<file path="config.mk">
export PLATFORM = sky130hd
export DESIGN_NAME = usd_core
export DESIGN_NICKNAME = d
export VERILOG_FILES = /design/src/pkg/usd_pkg.sv /design/src/pkg/usd_fifo_if.sv /design/src/rtl/usd_rx_fifo.sv /design/src/rtl/usd_core.sv
export SDC_FILE = /design/constraint.sdc
export NUM_CORES = 1
export LEC_CHECK = 0
export ABC_AREA = 1
export ABC_CLOCK_PERIOD_IN_PS = 4300
export BUFFER_PORTS_ARGS = -buffer_cell sky130_fd_sc_hd__clkbuf_2
export CAP_MARGIN = 25
export CORE_AREA = 2 2 122 124
export CTS_CLUSTER_SIZE = 40
export DETAILED_ROUTE_END_ITERATION = 8
export DIE_AREA = 0 0 124 126
export GPL_TIMING_DRIVEN = 0
export PLACE_DENSITY = 0.72
export SYNTH_ARGS = -nofsm -noshare
export SYNTH_HDL_FRONTEND = slang
export SYNTH_HIERARCHICAL = 1
export SYNTH_SLANG_ARGS = --single-unit
</file>
<file path="constraint.sdc">
create_clock -name clock_i -period 4.3 [get_ports clock_i]
set_input_delay 0.215 -clock clock_i [delete_from_list [all_inputs] [get_ports clock_i]]
set_output_delay 0.215 -clock clock_i [all_outputs]
set_load 0.02 [all_outputs]
</file>
<file path="src/pkg/usd_pkg.sv">
// constants, types and shared helpers for the serial data path
// assumes one system clock; all counts are in clock or sample ticks
package usd_pkg;
   // samples per bit and vote positions, normal / double speed
   localparam logic [4:0] SAMPLES_NORMAL   = 5'h10;
   localparam logic [4:0] SAMPLES_DOUBLE   = 5'h08;
   localparam logic [4:0] VOTE_FIRST_NORM  = 5'h08;
   localparam logic [4:0] VOTE_FIRST_DBL   = 5'h04;
   localparam logic [4:0] VOTE_MID_NORM    = 5'h09;
   localparam logic [4:0] VOTE_MID_DBL     = 5'h05;
   // character size codes
   localparam logic [2:0] CHAR_SIZE_5      = 3'h0;
   localparam logic [2:0] CHAR_SIZE_9      = 3'h7;
   localparam logic [2:0] CHAR_SIZE_RESET  = 3'h3;
   // data bits plus parity, legal range
   localparam logic [3:0] FRAME_BITS_MIN   = 4'h5;
   localparam logic [3:0] FRAME_BITS_MAX   = 4'hA;
   // receive fifo depth
   localparam logic [1:0] RX_FIFO_DEPTH    = 2'h2;
   // baud divisor reset value
   localparam logic [11:0] BAUD_DIV_RESET  = 12'h000;

   typedef enum logic [1:0] {
      RX_IDLE,
      RX_START,
      RX_BITS
   } usd_rx_state_type;

   // number of data bits for a size code (5..8, 9 for code 7)
   function automatic logic [3:0] usd_data_bits(input logic [2:0] code);
      if (code == CHAR_SIZE_9) begin
         usd_data_bits = 4'h9;
      end else if (code > 3'h3) begin
         usd_data_bits = 4'h8;
      end else begin
         usd_data_bits = 4'(code) + 4'h5;
      end
   endfunction : usd_data_bits

   // mask of valid data bits for a size code
   function automatic logic [8:0] usd_data_mask(input logic [2:0] code);
      usd_data_mask = 9'(( 10'h001 << usd_data_bits(code)) - 10'h001);
   endfunction : usd_data_mask
endpackage : usd_pkg

</file>
<file path="src/pkg/usd_fifo_if.sv">
// interface between the receiver core and its two-entry buffer
// assumes both ends run on the same clock
`timescale 1ns/1ps
`default_nettype none
interface usd_fifo_if;
   logic       push;     // store one frame
   logic [8:0] push_data; // data plus ninth bit
   logic       pop;      // discard oldest entry
   logic       flush;    // empty the buffer
   logic [8:0] head;     // oldest entry
   logic [1:0] count;    // entries held
   modport owner (output push, push_data, pop, flush,
                  input head, count);
   modport store (input push, push_data, pop, flush,
                  output head, count);
endinterface : usd_fifo_if
`default_nettype wire

</file>
<file path="src/rtl/usd_rx_fifo.sv">
// two-entry receive buffer for the serial data path
// assumes pop is only given while count is nonzero
`timescale 1ns/1ps
`default_nettype none
module usd_rx_fifo
   import usd_pkg::*;
(
   input  wire logic clock_i,   // system clock
   input  wire logic rst_n_i,   // async reset, active low
   usd_fifo_if.store f          // buffer port
);
   typedef struct packed {
      logic [1:0][8:0] mem;     // two slots
      logic [1:0]      count;   // fill level
   } usd_fifo_state_type;

   usd_fifo_state_type s_reg, s_next;

   // pop shifts slot 1 down; push lands in the first free slot
   always_comb begin
      s_next = s_reg;
      if (f.flush) begin
         s_next.count = 2'h0;
      end else begin
         if (f.pop && s_reg.count != 2'h0) begin
            s_next.mem[0] = s_reg.mem[1];
            s_next.count  = s_reg.count - 2'h1;
         end
         if (f.push && s_next.count < RX_FIFO_DEPTH) begin
            s_next.mem[s_next.count[0]] = f.push_data;
            s_next.count = s_next.count + 2'h1;
         end
      end
   end

   always_ff @(posedge clock_i or negedge rst_n_i) begin
      if (!rst_n_i) begin
         s_reg <= '0;
      end else begin
         s_reg <= s_next;
      end
   end

   assign f.head  = s_reg.mem[0];
   assign f.count = s_reg.count;
endmodule : usd_rx_fifo
`default_nettype wire

</file>
<file path="src/rtl/usd_core.sv">
// serial data path: transmit buffer, shifter, receiver, address filter
// assumes the cpu side strobes are single cycle on clock_i
// Contract
// - filter drops data frames when enabled
// - filter never touches the transmitter
// - sizes 5-8: first stop bit is type
// - nine-bit size: ninth bit is type
// - type one is address, zero data
// - address frames stored and flag set
// - one size setting for both directions
// - one location: write tx, read rx
// - unused upper bits ignored, read zero
// - write while buffer full is dropped
// - buffer moves to empty shifter, shifts
// - two-entry fifo advances on each access
// - sixteen or eight samples per bit
// - first vote sample 8 or 4
// - middle vote sample 9 or 5
// - data plus parity is 5 to 10
// - double speed halves samples per bit
// - majority of three centre samples
`timescale 1ns/1ps
`default_nettype none
module usd_core
   import usd_pkg::*;
(
   input  wire logic        clock_i,             // 40 MHz clock
   input  wire logic        rst_n_i,             // async reset, low
   input  wire logic        data_wr_i,           // write data location
   input  wire logic        data_rd_i,           // read/test data loc
   input  wire logic [7:0]  data_wdata_i,        // write data
   input  wire logic        tx_ninth_bit_i,      // tx ninth bit
   input  wire logic        tx_en_i,             // transmitter enable
   input  wire logic        rx_en_i,             // receiver enable
   input  wire logic        multiproc_filter_en_i, // address filter
   input  wire logic [2:0]  char_size_sel_i,     // shared size code
   input  wire logic        stop_bit_count_sel_i, // two stop bits
   input  wire logic        double_speed_sel_i,  // 8 samples per bit
   input  wire logic [11:0] baud_divisor_i,      // clocks per sample-1
   input  wire logic        tx_complete_clr_i,   // clear tx complete
   input  wire logic        rx_line_i,           // serial input pin
   output logic             tx_line_o,           // serial output pin
   output logic [7:0]       serial_data_location_o, // rx head low
   output logic             rx_ninth_bit_o,      // rx head ninth bit
   output logic             rx_complete_flag_o,  // unread data held
   output logic             tx_complete_flag_o,  // all sent
   output logic             tx_buffer_empty_flag_o, // buffer free
   output logic             size_valid_o         // size legal
);
   typedef struct packed {
      logic             rx_sync1;   // first sync stage
      logic             rx_sync2;   // second sync stage
      logic [11:0]      baud_cnt;   // sample tick divider
      // transmitter
      logic [8:0]       tx_buf;     // transmit data buffer
      logic             tx_full;    // buffer holds data
      logic [11:0]      tx_shift;   // frame incl. start/stops
      logic [3:0]       tx_left;    // bits left to send
      logic [4:0]       tx_smp;     // sample count in bit
      logic             tx_busy;    // shifter loaded
      logic             tx_line;    // line register
      logic             tx_done;    // complete flag
      // receiver
      usd_rx_state_type rx_state;   // receive state
      logic [4:0]       rx_smp;     // sample number
      logic [3:0]       rx_idx;     // bit index
      logic [9:0]       rx_shift;   // data then stop
      logic [1:0]       votes;      // first two centre samples
      // outputs
      logic [8:0]       rd_head;    // head copy
      logic             rxc;        // receive complete
      logic             tx_empty;   // buffer free flag
      logic             size_ok;    // size legal flag
   } usd_state_type;

   usd_state_type s_reg, s_next;
   usd_fifo_if    fifo();

   logic       tick;       // one sample period elapsed
   logic [4:0] spb;        // samples per bit
   logic [4:0] v_first;    // first vote sample
   logic [4:0] v_mid;      // middle vote sample
   logic [3:0] nbits;      // data bits in frame
   logic [8:0] dmask;      // data bit mask
   logic       vote;       // majority result
   logic       ftype;      // received frame type
   logic [8:0] rx_word;    // received data, masked

   usd_rx_fifo u_fifo (
      .clock_i (clock_i),
      .rst_n_i (rst_n_i),
      .f       (fifo.store)
   );

   // speed dependent sampling constants and size dependent data width and mask
   always_comb begin
      spb     = double_speed_sel_i ? SAMPLES_DOUBLE : SAMPLES_NORMAL;
      v_first = double_speed_sel_i ? VOTE_FIRST_DBL : VOTE_FIRST_NORM;
      v_mid   = double_speed_sel_i ? VOTE_MID_DBL : VOTE_MID_NORM;
      nbits   = usd_data_bits(char_size_sel_i);
      dmask   = usd_data_mask(char_size_sel_i);
   end

   assign tick = (s_reg.baud_cnt == 12'h000);
   // two of three high gives one; the third sample is the current one,
   // so the bit is decided on the last centre sample, not one later
   assign vote = (s_reg.votes[0] & s_reg.votes[1])
               | (s_reg.votes[1] & s_reg.rx_sync2)
               | (s_reg.votes[0] & s_reg.rx_sync2);
   assign rx_word = s_reg.rx_shift[8:0] & dmask;
   // ninth data bit, or the first stop bit being decided now
   assign ftype = (char_size_sel_i == CHAR_SIZE_9)
                ? s_reg.rx_shift[8]
                : vote;

   // data location access and buffer control
   always_comb begin
      fifo.pop       = data_rd_i;
      fifo.flush     = !rx_en_i;
      fifo.push      = 1'b0;
      fifo.push_data = rx_word;
      // frame done: decision tick of the first stop bit
      if (s_reg.rx_state == RX_BITS && tick && s_reg.rx_smp == v_mid + 5'h1
          && s_reg.rx_idx == nbits) begin
         // type one is address; kept regardless of filter
         fifo.push = ftype || !multiproc_filter_en_i;
      end
   end

   // next-state logic for divider, transmitter and receiver
   always_comb begin
      s_next = s_reg;
      s_next.rx_sync1 = rx_line_i;
      s_next.rx_sync2 = s_reg.rx_sync1;
      s_next.baud_cnt = tick ? baud_divisor_i : s_reg.baud_cnt - 12'h001;

      // buffer write only while empty; filter not consulted here
      if (data_wr_i && !s_reg.tx_full) begin
         s_next.tx_buf  = {tx_ninth_bit_i, data_wdata_i} & dmask;
         s_next.tx_full = 1'b1;
      end
      if (tx_complete_clr_i) begin
         s_next.tx_done = 1'b0;
      end
      // load shifter when empty and enabled
      if (tx_en_i && s_reg.tx_full && !s_reg.tx_busy) begin
         s_next.tx_shift = 12'(({3'h7, s_reg.tx_buf} << 1)
                             & 12'({3'h7, 9'h1FF} >> 0))
                         | 12'(12'hFFF << (nbits + 4'h1));
         s_next.tx_left  = nbits + 4'h2
                         + (stop_bit_count_sel_i ? 4'h1 : 4'h0);
         s_next.tx_smp   = 5'h0;
         s_next.tx_busy  = 1'b1;
         s_next.tx_full  = 1'b0;
         s_next.tx_shift[0] = 1'b0;
      end else if (s_reg.tx_busy && tick) begin
         s_next.tx_line = s_reg.tx_shift[0];
         if (s_reg.tx_smp == spb - 5'h1) begin
            s_next.tx_smp   = 5'h0;
            s_next.tx_shift = {1'b1, s_reg.tx_shift[11:1]};
            s_next.tx_left  = s_reg.tx_left - 4'h1;
            if (s_reg.tx_left == 4'h1) begin
               s_next.tx_busy = 1'b0;
               // set wins over a same-cycle clear
               s_next.tx_done = !s_reg.tx_full;
               s_next.tx_line = 1'b1;
            end
         end else begin
            s_next.tx_smp = s_reg.tx_smp + 5'h1;
         end
      end

      // receiver state machine, one step per sample tick
      if (!rx_en_i) begin
         s_next.rx_state = RX_IDLE;
      end else if (tick) begin
         // keep the first two centre samples for the vote
         if (s_reg.rx_smp >= v_first && s_reg.rx_smp <= v_mid) begin
            s_next.votes = {s_reg.votes[0], s_reg.rx_sync2};
         end
         case (s_reg.rx_state)
            RX_IDLE: begin
               if (!s_reg.rx_sync2) begin
                  s_next.rx_state = RX_START;
                  s_next.rx_smp   = 5'h2;    // this is sample 1
               end
            end
            RX_START: begin
               s_next.rx_smp = s_reg.rx_smp + 5'h1;
               if (s_reg.rx_smp == v_mid + 5'h1) begin
                  // noise spike if vote is high
                  s_next.rx_state = vote ? RX_IDLE : RX_BITS;
                  s_next.rx_idx   = 4'h0;
               end
            end
            RX_BITS: begin
               s_next.rx_smp = (s_reg.rx_smp == spb) ? 5'h1
                             : s_reg.rx_smp + 5'h1;
               if (s_reg.rx_smp == v_mid + 5'h1) begin
                  // data bits land lsb first, then the first stop bit
                  s_next.rx_shift[s_reg.rx_idx] = vote;
                  s_next.rx_idx = s_reg.rx_idx + 4'h1;
                  // first stop bit ends the frame; early start allowed
                  if (s_reg.rx_idx == nbits) begin
                     s_next.rx_state = RX_IDLE;
                  end
               end
            end
            default: s_next.rx_state = RX_IDLE;
         endcase
      end
      if (s_reg.rx_state == RX_IDLE && !(tick && !s_reg.rx_sync2)) begin
         s_next.rx_shift = '0;
      end

      // registered view of the buffer head
      s_next.rd_head = fifo.head & dmask;
      s_next.rxc     = (fifo.count != 2'h0)
                     && !(fifo.count == 2'h1 && data_rd_i && !fifo.push);
      s_next.tx_empty = !s_next.tx_full;
      // with parity off the frame is data bits only
      s_next.size_ok = (nbits >= FRAME_BITS_MIN)
                     && (nbits <= FRAME_BITS_MAX);
   end

   // the single state register
   always_ff @(posedge clock_i or negedge rst_n_i) begin
      if (!rst_n_i) begin
         s_reg          <= '0;
         s_reg.rx_sync1 <= 1'b1;
         s_reg.rx_sync2 <= 1'b1;
         s_reg.tx_line  <= 1'b1;
         s_reg.tx_empty <= 1'b1;
         s_reg.tx_shift <= 12'hFFF;
         s_reg.rx_state <= RX_IDLE;
      end else begin
         s_reg <= s_next;
      end
   end

   assign tx_line_o              = s_reg.tx_line;
   assign serial_data_location_o = s_reg.rd_head[7:0];
   assign rx_ninth_bit_o         = s_reg.rd_head[8];
   assign rx_complete_flag_o     = s_reg.rxc;
   assign tx_complete_flag_o     = s_reg.tx_done;
   assign tx_buffer_empty_flag_o = s_reg.tx_empty;
   assign size_valid_o           = s_reg.size_ok;
endmodule : usd_core
`default_nettype wire

</file>
**Word-level counts from Yosys, hierarchy flattened**

Cells that the tools add are included.

- Logic and storage cells: 170
- Bits of input ports: 35
- Output and inout port bits: 14
- Flip-flop bits (word level): 103

- Muxes and demuxes: 46
- Eq/ne operators: 17
- Bitwise logic cells: 10
- $lt $le $gt $ge: 10
- Shifts and indexed selects: 2
- $add $sub $neg: 14
- Reductions and logical operators: 48

Operators by type and width:

| cell | number |
|---|---|
| 11-bit 2-to-1 mux | 3 |
| 9-bit AND | 3 |
| 12-bit 2-to-1 mux | 2 |
| 24-bit 2-to-1 mux | 1 |
| 23-bit 2-to-1 mux | 1 |
| 22-bit 2-to-1 mux | 1 |
| 10-bit 2-to-1 mux | 2 |
| 4-bit 2-to-1 mux | 5 |
| 18-bit bitwise mux | 1 |
| 1-bit logical AND | 18 |
| 2-bit nonzero test | 9 |
| 16-bit 2-to-1 mux | 1 |
| 5-bit == test | 3 |
| 5-bit 2-to-1 mux | 3 |
| 5-bit case mux with 3 select lines | 1 |
| 14-bit 2-to-1 mux | 1 |
| 2-bit 2-to-1 mux | 7 |
| 12-bit logical NOT | 1 |
| 12-bit bitwise OR | 1 |
| 12-bit by 4-bit << shifter with 12-bit output, first input constant | 1 |
| 12-bit by 1-bit subtractor with 12-bit output, second input constant | 1 |
| 5-bit by 1-bit adder with 5-bit output, second input constant | 2 |
| 10-bit bitwise mux | 1 |
| 5-bit AND reduction | 2 |
| 48 further kinds | 76 |

**Longest topological paths before layout**

- Depth after elaboration: 11
- Mapped depth: 19
- Gate-level depth less buffers: 19

**Cells and area by module**

Netlist, hierarchy kept.

Modules (own cells, without submodules):

| module | sequential area each (um^2) | instances | area each (um^2) | cells each |
|---|---|---|---|---|
| usd_core | 2,072.0 | 1 | 4,988.5 | 629 |
| usd_rx_fifo | 500.5 | 1 | 1,321.3 | 177 |

**Least setup slack after synthesis**

Ideal clock, no wire load.

- Path kind: in2reg
- Start point: in char_size_sel_i[0]
- End point: reg u_fifo.s_reg, in the netlist u_fifo/f.head[4]
- Data required time: 4.182 ns
- Buffers on the path: 0
- Path slack: 2.030 ns
- Data arrival time: 2.152 ns
- Stages on the path: 15
- Setup time: 0.118 ns
- Path through: ha_1 -> ha_1 -> inv_2 -> nand2_1 -> nor2_1 -> ha_1 -> ha_1 -> nand2_1 -> nand3_1 -> xor2_1 -> nor2_1 -> inv_1 -> nand4_1 -> nand3_1 -> nand2_1

- Word-level cells in the longest chain between the ends: 8
- Elaborated cells on any way between the ends: 16
- Classes of those cells: add/sub (2); order compare (1); eq/ne (2); shift (1); mux (6); bitwise (1); reduce/logical (3)

RTL lines:

| element | RTL line | source |
|---|---|---|
| start, declared | usd_core.sv:36 | `input wire logic [2:0] char_size_sel_i,` |
| 3-bit by 3-bit adder with 4-bit output or 3-bit by 2-bit greater-than comparator with 1-bit output (tied branches) | usd_pkg.sv:36, usd_pkg.sv:33 |  |
| 4-bit 2-to-1 mux | usd_pkg.sv:33 | `end else if (code > 3'h3) begin` |
| 4-bit 2-to-1 mux * | usd_pkg.sv:31 | `if (code == CHAR_SIZE_9) begin` |
| 1-bit by 4-bit << shifter with 9-bit output * | usd_pkg.sv:42 | `usd_data_mask = 9'(( 10'h001 << usd_data_bits(code)) - 10'h001);` |
| 9-bit by 1-bit subtractor with 9-bit output * | usd_pkg.sv:42 |  |
| 9-bit AND * | usd_core.sv:110 | `assign rx_word = s_reg.rx_shift[8:0] & dmask;` |
| named net fifo.push_data[4] | usd_fifo_if.sv:7 | `logic [8:0] push_data;` |
| 18-bit bitwise mux * | usd_rx_fifo.sv:30 | `s_next.mem[s_next.count[0]] = f.push_data;` |
| 11-bit 2-to-1 mux * | usd_rx_fifo.sv:29 | `if (f.push && s_next.count < RX_FIFO_DEPTH) begin` |
| end signal, assigned | usd_rx_fifo.sv:40 | `s_reg <= s_next;` |
| end, declared | usd_rx_fifo.sv:17 | `usd_fifo_state_type s_reg, s_next;` |

The timed path passes the listed nets; every way through them passes the cells marked *.
A chain may end at the register's enable or synchronous reset.

**Worst setup path after layout**

Same ends and word-level chain as after synthesis.

==> impl_metrics.env <==
export IMPL_timing_rr_end="u_fifo/s_reg[14]"
export IMPL_drv_cap=0
export IMPL_grt_pass1_vias=4956
export IMPL_dieArea_sq_um=15600
export IMPL_dp_final_hpwl_microns=9790
export IMPL_gr_usage_met1_pct=26.0
export IMPL_yosys_register_bits=102
export IMPL_cp_data_arrival_time_ps=2890
export IMPL_cp_end_kind="flip-flop"
export IMPL_die_h_microns=126
export IMPL_vias=5141
export IMPL_die_w_microns=124
export IMPL_hold_ws_ps=-52.8
export IMPL_busiest_layer="met2"
export IMPL_peakVddDrop_uv=181
export IMPL_ant_nets=0
export IMPL_regToRegSetupSlack_ps=1760
export IMPL_crit_path_max_fanout=6
export IMPL_first_pass_iters=4
export IMPL_r2r_start="s_reg[69]"
export IMPL_diodes=0
export IMPL_slew_viol_final=0
export IMPL_ys_async_sr_fraction_pct=100
export IMPL_cts_resized=0
export IMPL_wl_per_cell_microns=12.7
export IMPL_finalSetupTns_ps=0
export IMPL_p_int_uw=1620
export IMPL_antenna_found_initial=0
export IMPL_largest_reg_flops=67
export IMPL_syn_avg_cell_area_sq_um=7.83
export IMPL_setup_viol_count_final=0
export IMPL_power_frac_clock_pct=38.9
export IMPL_clkTransAtPathRegs_ps=70
export IMPL_numClockSinks=102
export IMPL_synth_area_leaders="dfrtp_1 (34%), nand2_1 (11%), ha_1 (6.9%), inv_1 (6.7%), dfstp_2 (6.7%)"
export IMPL_cpMaxStageDelayCell="nor2_1"
export IMPL_routed_wl_microns=13400
export IMPL_crit_start="char_size_sel_i[0]"
export IMPL_worst_slew_pin_slew_ps=806
export IMPL_power_density_nw_per_um2=314
export IMPL_vias_per_cell=4.87
export IMPL_seqPwrFrac_pct=46.8
export IMPL_cpMostUsedCell="ha_1"
export IMPL_worstPathRequired_ps=4540
export IMPL_cpPeakStageDelay_ps=360
export IMPL_yosysUniqueCellTypes=46
export IMPL_crit_chain="clkbuf_2 -> ha_1 -> ha_1 -> inv_2 -> nand2_1 -> nor2_1 -> ha_1 -> ha_1 -> nand2_1 -> nand3_1 -> xor2_1 -> nor2_1 -> inv_1 -> nand4_1 -> nand3_1 -> nand2_1"
export IMPL_ios=49
export IMPL_min_period_over_period_pct=61.5
export IMPL_ctsRootBufferMaster="clkbuf_16"
export IMPL_critPathKind="input port to flip-flop"
export IMPL_synth_top_cell_by_area="dfrtp_1"
export IMPL_met2_usage_pct=29.4
export IMPL_synth_edf_count=0
export IMPL_cts_htree_levels=3
export IMPL_status="finished with violations"
export IMPL_worstSetupStartpointType="input port"
export IMPL_gr_total_overflow=0
export IMPL_cts_tree="built"
export IMPL_initial_core_util_pct=44.1
export IMPL_ys_seq_area_share_pct=40.8
export IMPL_timing_fmax_ghz=0.378
export IMPL_final_min_clock_period_ps=2640
export IMPL_cts_path_max_buffers=2
export IMPL_grt_max_degree=103
export IMPL_coreArea_sq_um=14300
export IMPL_cp_endpoint="u_fifo/f.head[4]"
export IMPL_p_leak_uw=0.00366
export IMPL_insertion_delay_ps=360
export IMPL_slew_headroom_pct=46.3
export IMPL_gp_congestion=0.841
export IMPL_finalClockSkew_ps=8.63
export IMPL_synthToLayoutAreaGrowth_pct=12.6
export IMPL_num_rows=44
export IMPL_yosys_warnings=6
export IMPL_synth_top_area_share_pct=34.1
export IMPL_syn_area_sq_um=6310
export IMPL_reg2regPathDepth=13
export IMPL_synth_fp_nets=876
export IMPL_violations="hold timing"
export IMPL_drtIter0Drc=336
export IMPL_hold_path_class="input port to asynchronous set/reset pin"
export IMPL_grtUsageTotal_pct=18.7
export IMPL_hold_viol=42
export IMPL_drc=0
export IMPL_io_buffers=48
export IMPL_rsz0062_at_grt="false"
export IMPL_p_sw_uw=610
export IMPL_nNetsFinal=936
export IMPL_syn_inst=806
export IMPL_grtUsageMet3_pct=3.53
export IMPL_p_sw_share_pct=27.3
export IMPL_grt_pass1_wl_microns=23400
export IMPL_cts_buffers=9
export IMPL_drive_above_1_share_pct=16.4
export IMPL_synth_ff_type="dfrtp_1"
export IMPL_power_frac_comb_pct=14.3
==> cell type report <==
class / instances / area [sq um]
fill: 1402 / 7210
sequential: 102 / 2570
timing repair buffer: 49 / 259
multi-input combinational: 545 / 3010
clock buffer: 15 / 278
tap: 184 / 230
inverter: 122 / 463
clock inverter: 1 / 30.0
buffer: 37 / 260
==> synth_stat cells (3+ instances only) <==
library cell	number
nand3b_1	4
dfstp_2	16
dfrtp_1	86
a21oi_1	40
a21oi_2	6
nor3_1	5
inv_2	6
buf_2	4
nand2_2	3
clkbuf_1	5
buf_6	3
nand2_4	4
nand4_1	20
o31ai_1	4
o211ai_1	4
buf_4	21
ha_1	35
nor2_1	66
inv_1	113
o21ai_0	43
o21ai_1	6
xor2_1	12
xnor2_1	7
or2_2	3
nand3_1	80
nand2_1	180
==> worst max-delay path: cells and delay by family <==
family / cells / cell delay [ps]
buffers and inverters: 3 / 340
XOR/XNOR: 1 / 340
AND/OR/NAND/NOR: 8 / 1070
adder cells (fa/ha/maj): 4 / 920
==> kinds of logic after synthesis <==
logic type / after synthesis / synth area share [%]
flops: 102 / 40.8
fa+ha+maj: 35 / 6.94
simple gates: 377 / 27.9
compound gates: 114 / 10.3
buf+inv: 159 / 11.5
xor+xnor: 19 / 2.64
==> power groups by stage <==
stage	sequential (uW)	clock, uW	combinational [uW]
after global placement	1060	0	315
after CTS	1040	882	322
after global routing	1050	921	365
final	1040	866	320
after floorplan	1060	0	220
after detailed placement	1060	0	320
==> metal layers <==
layer  routed length [microns]  vias to the layer above  share of wire (%)
met2                      6220                       91                 46
li1                          -                     2690                  -
met3                       518                       16                3.9
met1                      6460                     2344                 48
met4                       223                        0                1.7
met5                         0                        -                  0
==> cells in the final DEF, fill, tap and decap left out, types with 6 or more instances in the layout <==
master     netlist  routed
nand2_1        180     180
inv_1          113     113
dfrtp_1         86      86
nand3_1         80      80
nor2_1          66      66
clkbuf_2         0      47
o21ai_0         43      43
a21oi_1         40      40
ha_1            35      35
buf_4           21      21
nand4_1         20      20
dfstp_2         16      16
xor2_1          12      12
clkbuf_16        0       9
clkbuf_1         5       8
xnor2_1          7       7
inv_2            6       6
o21ai_1          6       6
a21oi_2          6       6
==> stage by stage <==
stage          util [%]  std cells  total power [uW]  cell area (sq um)  setup WS (ps)
2_1_floorplan         -        806              1280               6310           2030
3_3_place_gp       47.4       1038              1380               6780           1330
3_5_place_dp       47.4       1038              1380               6790           1310
4_1_cts            49.7       1055              2250               7110           1670
5_1_grt            49.7       1055              2340               7110           1400
6_report           49.7       1055              2230               7110           1660
==> worst min-delay path by stage <==
stage,endpoint,slack (ps)
2_1_floorplan,rx_complete_flag_o,-80
3_3_place_gp,s_next[81],300
3_5_place_dp,s_next[81],310
4_1_cts,size_valid_o,0.9
5_1_grt,size_valid_o,30
6_report,size_valid_o,-50
==> repair_timing <==
| item | 4_1_cts | 5_1_grt |
|---|---|---|
| hold buffers | 1 | 0 |
| hold endpoints to repair | 1 | 0 |
| setup buffers | 0 | 0 |
(Power assumes the default switching activity.)
